File: src/design/rst_pwr_map.vh
`ifndef RST_PWR_MAP_VH
`define RST_PWR_MAP_VH
// Power control register layout
`define PCR_IDLE_BIT        0
`define PCR_PDOWN_BIT       1
`define PCR_RESET_VAL       2'h0
// Reset qualification: two machine cycles in oscillator periods
`define RST_HOLD_OSC        24
// Internal clock runs at half the oscillator rate
`define RST_HOLD_ICLK       (`RST_HOLD_OSC / 2)
// Strobe pattern: one address latch pulse per six oscillator periods
`define ALE_PERIOD_OSC      6
`define ALE_PERIOD_ICLK     (`ALE_PERIOD_OSC / 2)
// Watchdog reset pulse length on the reset pin, in internal clocks
`define WDT_PULSE_ICLK      12
// Modes
`define MODE_RUN            2'h0
`define MODE_IDLE           2'h1
`define MODE_PDOWN          2'h2
`endif

File: src/design/osc_div2.v
`timescale 1ns/100ps
`default_nettype none
// Divide-by-two stage making a one-cycle internal phase enable pulse every second rising oscillator edge
module osc_div2 (
	// Clock and reset
	input  wire clk,
	input  wire srst,
	// Oscillator level, already synchronised
	input  wire osc_level,
	input  wire osc_run,
	// Half-rate enable pulse
	output reg  half_tick
);
	reg osc_prev;
	reg phase;

	// Toggle on each rising oscillator edge while osc_run is high; only rising edges count
	always @(posedge clk) begin
		if (srst) begin
			osc_prev  <= 1'b0;
			phase     <= 1'b0;
			half_tick <= 1'b0;
		end else begin
			osc_prev  <= osc_level;
			half_tick <= 1'b0;
			if (osc_run && osc_level && !osc_prev) begin
				phase     <= ~phase; // see RULE_01
				half_tick <= phase;
			end
		end
	end
endmodule
`default_nettype wire

File: src/design/reset_and_low_power_control.v
// Notes on behaviour
// RULE_01: Oscillator input passes a divide-by-two stage before timing.
// RULE_02: Reset input held high 24 oscillator periods gives a full reset.
// RULE_03: At power-on, reset stays high through start-up plus two cycles.
// RULE_04: Idle halts the processor; peripherals run; state is retained.
// RULE_05: Idle starts right after the requesting instruction completes.
// RULE_06: Any enabled interrupt ends idle, resuming at its service routine.
// RULE_07: Hardware reset ends idle and restarts as after power-on.
// RULE_08: Power-down stops the oscillator after the request; only RAM kept.
// RULE_09: Only hardware reset ends power-down; interrupts do not.
// RULE_10: Idle and power-down request bits live in the power control reg.
// RULE_11: Idle drives strobes and pulse outputs to 1; port 0 floats external.
// RULE_12: Power-down drives strobes to 0, pulse outputs 1; port 0 floats. Code floats port 0 only with ext_prog_mem; else port0_oe follows p0_oe_run.
// RULE_13: Reset pin is also driven as output on watchdog overflow.
// RULE_14: Address strobe every six periods, one skipped per data access.
// RULE_15: Idle bit clears on interrupt exit; both bits clear on reset.
// RULE_16: Reset input synchronised, applied only after full continuous hold.
`timescale 1ns/100ps
`default_nettype none
`include "rst_pwr_map.vh"
module reset_and_low_power_control #(
	parameter HOLD_ICLK  = `RST_HOLD_ICLK,
	parameter PULSE_ICLK = `WDT_PULSE_ICLK
) (
	// Clock and reset
	input  wire       clk,
	input  wire       srst,
	// Oscillator pins
	input  wire       osc_in_pin,
	output reg        osc_out_pin,
	// Reset pin, two-way
	input  wire       rst_pin_in,
	output reg        rst_pin_out,
	output reg        rst_pin_oe,
	// Core side
	input  wire       pcr_write,
	input  wire [1:0] pcr_wdata,
	input  wire       instr_done,
	input  wire       irq_enabled,
	input  wire       wdt_overflow,
	input  wire       ext_data_access,
	input  wire       ext_prog_mem,
	input  wire       ale_run,
	input  wire       fetch_strobe_run,
	input  wire [1:0] pwm_run,
	input  wire       p0_oe_run,
	input  wire       p2_addr_run,
	// Status and control toward the core
	output reg  [1:0] power_control_reg,
	output reg        core_reset,
	output reg        cpu_halt,
	output reg        periph_halt,
	output reg        irq_vector_go,
	output reg  [1:0] mode,
	output reg        iclk_tick,
	// Pin shaping
	output reg        addr_latch_strobe,
	output reg        prog_fetch_strobe,
	output reg        pulse_width_out_a,
	output reg        pulse_width_out_b,
	output reg        port0_oe,
	output reg        port2_addr_sel
);
	// Synchronisers for pin inputs
	reg        osc_s1, osc_s2;
	reg        rst_s1, rst_s2;
	reg [7:0]  hold_cnt;
	reg [7:0]  pulse_cnt;
	reg [1:0]  ale_cnt;
	reg        skip_pend;
	reg        idle_req, pd_req;
	wire       half_tick;
	wire       osc_run = (mode != `MODE_PDOWN);
	wire       qual_reset = (hold_cnt == HOLD_ICLK[7:0]);

	// ========================================
	// Pin synchronisers
	always @(posedge clk) begin
		if (srst) begin
			osc_s1 <= 1'b0;
			osc_s2 <= 1'b0;
			rst_s1 <= 1'b0;
			rst_s2 <= 1'b0;
		end else begin
			osc_s1 <= osc_in_pin;
			osc_s2 <= osc_s1;
			rst_s1 <= rst_pin_in;
			rst_s2 <= rst_s1;
		end
	end

	osc_div2 u_div (
		.clk       (clk),
		.srst      (srst),
		.osc_level (osc_s2),
		.osc_run   (osc_run),
		.half_tick (half_tick)
	);

	// ========================================
	// Reset qualification and watchdog pulse
	always @(posedge clk) begin
		if (srst) begin
			hold_cnt    <= 8'h00;
			pulse_cnt   <= 8'h00;
			rst_pin_out <= 1'b0;
			rst_pin_oe  <= 1'b0;
			core_reset  <= 1'b1;
		end else begin
			// Count only while high; any low restarts the hold
			if (!rst_s2)
				hold_cnt <= 8'h00; // see RULE_16
			else if (!qual_reset && (half_tick || !osc_run))
				hold_cnt <= hold_cnt + 8'h01; // see RULE_02
			core_reset <= qual_reset; // see RULE_03
			// Drive the pin high for a fixed pulse on overflow
			if (wdt_overflow && mode != `MODE_PDOWN) begin
				pulse_cnt   <= PULSE_ICLK[7:0]; // see RULE_13
				rst_pin_out <= 1'b1;
				rst_pin_oe  <= 1'b1;
			end else if (pulse_cnt != 8'h00) begin
				if (half_tick)
					pulse_cnt <= pulse_cnt - 8'h01;
			end else begin
				rst_pin_out <= 1'b0;
				rst_pin_oe  <= 1'b0;
			end
		end
	end

	// ========================================
	// Mode control
	always @(posedge clk) begin
		if (srst || qual_reset) begin
			idle_req      <= 1'b0; // see RULE_15
			pd_req        <= 1'b0;
			mode          <= `MODE_RUN; // see RULE_07
			irq_vector_go <= 1'b0;
		end else begin
			irq_vector_go <= 1'b0;
			if (pcr_write && mode == `MODE_RUN) begin
				idle_req <= pcr_wdata[`PCR_IDLE_BIT]; // see RULE_10
				pd_req   <= pcr_wdata[`PCR_PDOWN_BIT];
			end
			case (mode)
				`MODE_RUN: begin
					if (instr_done && pd_req)
						mode <= `MODE_PDOWN; // see RULE_08
					else if (instr_done && idle_req)
						mode <= `MODE_IDLE; // see RULE_05
				end
				`MODE_IDLE: begin
					if (irq_enabled) begin
						mode          <= `MODE_RUN; // see RULE_06
						idle_req      <= 1'b0; // see RULE_15
						irq_vector_go <= 1'b1;
					end
				end
				`MODE_PDOWN: begin
					mode <= `MODE_PDOWN; // see RULE_09
				end
				default: mode <= `MODE_RUN;
			endcase
		end
	end

	// ========================================
	// Address strobe cadence with skip on data access
	always @(posedge clk) begin
		if (srst) begin
			ale_cnt   <= 2'h0;
			skip_pend <= 1'b0;
			iclk_tick <= 1'b0;
		end else begin
			iclk_tick <= half_tick;
			if (ext_data_access)
				skip_pend <= 1'b1;
			if (half_tick) begin
				if (ale_cnt == `ALE_PERIOD_ICLK - 1) begin
					ale_cnt <= 2'h0;
					if (skip_pend && !ext_data_access)
						skip_pend <= 1'b0;
				end else begin
					ale_cnt <= ale_cnt + 2'h1;
				end
			end
		end
	end

	// ========================================
	// Pin state per mode and oscillator output
	always @(posedge clk) begin
		if (srst) begin
			addr_latch_strobe <= 1'b0;
			prog_fetch_strobe <= 1'b1;
			pulse_width_out_a <= 1'b1;
			pulse_width_out_b <= 1'b1;
			port0_oe          <= 1'b0;
			port2_addr_sel    <= 1'b0;
			cpu_halt          <= 1'b0;
			periph_halt       <= 1'b0;
			power_control_reg <= `PCR_RESET_VAL;
			osc_out_pin       <= 1'b1;
		end else begin
			power_control_reg <= {pd_req, idle_req};
			osc_out_pin       <= osc_run ? ~osc_s2 : 1'b1; // see RULE_08
			cpu_halt          <= (mode != `MODE_RUN); // see RULE_04
			periph_halt       <= (mode == `MODE_PDOWN);
			case (mode)
				`MODE_IDLE: begin
					addr_latch_strobe <= 1'b1; // see RULE_11
					prog_fetch_strobe <= 1'b1;
					pulse_width_out_a <= 1'b1;
					pulse_width_out_b <= 1'b1;
					port0_oe          <= ext_prog_mem ? 1'b0 : p0_oe_run;
					port2_addr_sel    <= ext_prog_mem;
				end
				`MODE_PDOWN: begin
					addr_latch_strobe <= 1'b0; // see RULE_12
					prog_fetch_strobe <= 1'b0;
					pulse_width_out_a <= 1'b1;
					pulse_width_out_b <= 1'b1;
					port0_oe          <= ext_prog_mem ? 1'b0 : p0_oe_run;
					port2_addr_sel    <= 1'b0;
				end
				default: begin
					addr_latch_strobe <= ale_run && (ale_cnt == 2'h0)
						&& !skip_pend; // see RULE_14
					prog_fetch_strobe <= fetch_strobe_run;
					pulse_width_out_a <= pwm_run[0];
					pulse_width_out_b <= pwm_run[1];
					port0_oe          <= p0_oe_run;
					port2_addr_sel    <= p2_addr_run;
				end
			endcase
		end
	end
endmodule
`default_nettype wire

File: config.mk
export PLATFORM = sky130hd
export DESIGN_NAME = reset_and_low_power_control
export DESIGN_NICKNAME = d
export VERILOG_FILES = /design/src/design/osc_div2.v /design/src/design/reset_and_low_power_control.v
export VERILOG_INCLUDE_DIRS = /design/src /design/src/design
export SDC_FILE = /design/constraint.sdc
export NUM_CORES = 1
export LEC_CHECK = 0
export BUFFER_PORTS_ARGS = -buffer_cell sky130_fd_sc_hd__buf_2
export CAP_MARGIN = 20
export CORE_MARGIN = 4
export CORE_UTILIZATION = 35
export CTS_CLUSTER_DIAMETER = 50
export DETAILED_ROUTE_END_ITERATION = 16
export SLEW_MARGIN = 5
export SYNTH_ARGS = -nofsm -noshare
export SYNTH_HDL_FRONTEND = slang
export SYNTH_SLANG_ARGS = --single-unit
File: constraint.sdc
create_clock -name clk -period 3.02 [get_ports clk]
set_clock_uncertainty 0.05 [all_clocks]
set_input_delay 0.604 -clock clk [delete_from_list [all_inputs] [get_ports clk]]
set_output_delay 0.604 -clock clk [all_outputs]
set_load 0.01 [all_outputs]
==> summary.txt <==
Outcome
  – Result of the run: complete, no violations

Power and ir drop
  – Combinational Power Share: 19.3%
  – Share of power burned in registers: 47.8%
  – Leak pwr: 0.9016 nW
  – Worst-case vdd ir drop: 334.8 uV
  – Fraction of power consumed by the clock network: 32.9%
  – Pint: 0.9999 mW
  – Cell Pwr Density: 607.4 mW/mm2
  – Net Sw Frac: 27.50%
  – Net switching power figure: 0.3793 mW

Yosys
  – Post-synth design cell area: 0.001931 mm2
  – Number of warnings reported in the yosys synthesis log: 0
  – Net count after synthesis: 233
  – Compound-Gate Fraction of Synth Area: 14.52%
  – Seq/Total Area, Yosys: 46.66%
  – Parity-gate share of the synthesized area counting xor and xnor cells: 0.4537%
  – Simple-gate share of the synthesized area: 23.78%
  – Dominant synthesized flop cell: dfxtp_1
  – Count of different cell masters after synthesis: 41
  – Seq cells post-synth: 45
  – Dominant combinational cell family by area after synthesis: simple AND/OR/NAND/NOR gates
  – Average cell area after synthesis: 9.237 um2
  – Cells after synthesis: 209
  – Mux contribution to synthesized area: 6.416%
  – Number of synthesized flops with an enable pin: 0
  – Adder and majority cell fraction of the synthesized area: 3.889%
  – Share of flip-flops with an asynchronous set or reset after synthesis: 0%

Routing
  – Vias per std cell: 4.949
  – Antenna violation net count after detailed routing: 0
  – DRT Wirelength: 3719 um
  – Vias: 1549
  – Number of violations reported at the end of detailed-routing iteration 0: 70
  – DRC Markers: 0
  – Met1 Wirelength: 1771 um
  – Wire length on met3: 152 um
  – Amount of wire on met2 after detailed routing: 1726 um
  – Max Used Layer: met4
  – Detailed-routing iteration count for the pre-antenna-repair pass: 4
  – Wire length per cell: 11.88 um

Worst setup path
  – Reg2reg setup slack: 1.21 ns
  – Data required time of the critical path: 3.17 ns
  – Startpoint class of the critical path: flop
  – Start-to-end type of the worst setup path: flop to flop
  – Worst Path Max Fanout: 12
  – Worst setup EP type: flop
  – Data arrival time of the critical path: 1.96 ns

Global routing
  – Number of antenna violations at the first check in global routing: 0
  – Pin count of the biggest net entering global routing: 31
  – Total global routing track utilization: 12.22%
  – Remaining global-route overflow: 0
  – Global-route wire length before repair: 6382 um
  – Number of global-route vias before repair: 1423

Cells and area
  – Area grow syn2layout: 17.63%
  – Number of diodes added for antenna fixing: 0
  – Fraction of final layout cells with drive strength greater than 1: 20.16%
  – Fin cells: 313
  – Total number of nets in the final design: 266
  – Biggest regs: hold_cnt: 8 flops, pulse_cnt: 8 flops

Timing
  – Max-slew headroom at the worst pin: 48.22%
  – Post-Route Setup TNS: 0 ns
  – Worst Tran Pin Value: 0.7696 ns
  – Final critical path time including I/O delays and setup: 1.811 ns
  – Final Hold Fails: 0
  – RSZ-0062 raised after global routing: no
  – Count of endpoints failing setup in the final report: 0
  – Post-route clock period utilization: 59.96%
  – Peak clock frequency supported by timing: 552.3 MHz
  – Total count of max-transition violations in the final report: 0

Clocking
  – Number of buffers added by the clock tree synthesis step: 5
  – Hold-fix buffers at CTS: 0
  – Number of buffers added for setup after CTS: 0
  – Clk_lat worst skew: 0.30 ns
  – Clock net sink count: 45
  – Root buffer selected by CTS: clkbuf_8
  – Clock tree from TritonCTS: built
  – H-tree depth: 2
  – Clock slew at the register clock pins of the worst setup and hold paths: 0.09 ns
  – Resized Gates After CTS: 0
  – Max Root-Sink Buffers: 2

Floorplanning
  – Overall die area: 0.006768 mm2
  – Overall die height: 82.27 um
  – Initial Utilization: 36.86%
  – FP Rows: 26
  – Overall die width: 82.27 um
  – Placeable core region: 0.005238 mm2
  – Number of top-level pins: 36

Min path
  – Type of the tightest min-delay check: flop to flop

Placed design
  – Half-perimeter wire length of the detailed placement result: 2672 um
  – Port Buf Inserts: 35
  – Total instance count after detailed placement: 305
  – Final GP Congestion: 0.7469

Flow run
  – Max capacitance violation total: 0
## layer usage
metal	GRT usage, %	vias up
li1	-	806
met1	15.46	710
met2	19.15	26
met3	3.579	7
met4	5.482	0
met5	0	-
## metrics by stage
step           area [um2]  utilization [%]  hold WS (ns)  setup slack (ns)  total power, mW
5_1_grt              2271            43.36        0.4016            0.9654            1.465
4_1_cts              2271            43.36        0.3652             1.184            1.395
3_5_place_dp         2160            41.23        0.3522            0.9501           0.9411
6_report             2271            43.36        0.3522             1.209            1.379
2_1_floorplan        1931                -        0.3206             1.486           0.8629
3_3_place_gp         2160            41.23        0.3558             1.016           0.9387
## power groups by stage
| stage | clock [mW] | combinational, mW | sequential, mW |
|---|---|---|---|
| after floorplan | 0 | 0.178 | 0.685 |
| after global placement | 0 | 0.265 | 0.673 |
| after detailed placement | 0 | 0.268 | 0.673 |
| after CTS | 0.466 | 0.270 | 0.659 |
| after global routing | 0.495 | 0.304 | 0.666 |
| final | 0.454 | 0.266 | 0.659 |
## logic make-up after synthesis
| kind of cell | Yosys count |
|---|---|
| XOR/XNOR | 1 |
| flip-flops | 45 |
| adder cells (fa/ha/maj) | 6 |
| multiplexers | 12 |
| buffers and inverters | 21 |
| AO/OA/AOI/OAI | 41 |
| AND/OR/NAND/NOR | 83 |
## synth_stat cells (2+ instances only)
cell type / instances / area share, %
dfxtp_1: 45 / 47
nand2_1: 19 / 3.7
nor2b_1: 14 / 4.5
a21oi_1: 11 / 2.9
inv_1: 11 / 2.1
nor2_1: 10 / 1.9
clkbuf_1: 9 / 1.7
mux2i_1: 9 / 4.7
nand2b_1: 8 / 2.6
nand3_1: 7 / 1.8
ha_1: 6 / 3.9
o21ai_0: 6 / 1.6
nor3_1: 4 / 1.0
a211oi_1: 3 / 1.2
a21boi_0: 3 / 1.2
mux2_2: 3 / 1.7
nor4_1: 3 / 0.97
o41ai_1: 3 / 1.4
or3_1: 3 / 0.97
or4_1: 3 / 1.2
a31oi_1: 2 / 0.65
and3_1: 2 / 0.65
nand4_1: 2 / 0.65
nor3b_1: 2 / 0.78
o2111ai_1: 2 / 0.91
o211a_1: 2 / 1.0
o21a_1: 2 / 0.78
o311ai_0: 2 / 0.91
## cell type report
type | instances | area [um2]
Fill cell | 515 | 2967
Inverter | 11 | 41.29
Sequential cell | 45 | 900.9
Timing Repair Buffer | 36 | 182.7
Clock buffer | 6 | 72.57
Tap cell | 70 | 87.58
Multi-Input combinational cell | 143 | 947.2
Clock inverter | 2 | 38.79
## path summary, 6_finish.rpt
path,start,end,cells after the start
max,mode[0],pulse_cnt[0],5
min,osc_s2,osc_out_pin,1
max reg2reg,mode[0],pulse_cnt[0],5
min reg2reg,osc_s2,osc_out_pin,1
## worst max-delay path: stages, from the launching register on
cell and delay, ns:
dfxtp_1 0.38, inv_1 0.08, ha_1 0.33, nor2b_1 0.51, nor3_1 0.09, mux2_2 0.27
## placed cells by master, fill, tap and decap left out, types with 2 or more instances in the layout
master and instances:
or3_1 3, nor4_1 3, inv_1 11, a211oi_1 3, nor3_1 4, nand2_1 19
o311ai_0 2, or4_1 3, ha_1 6, a31oi_1 2, nor3b_1 2, nand4_1 2
buf_2 35, a21boi_0 3, and3_1 2, nor2_1 10, mux2_2 3, o2111ai_1 2
o41ai_1 3, nand2b_1 8, mux2i_1 9, nand3_1 7, dfxtp_1 45, a21oi_1 11
o211a_1 2, o21ai_0 6, o21a_1 2, nor2b_1 14, clkbuf_8 5
Note: power is estimated with default switching activity, not from simulation.
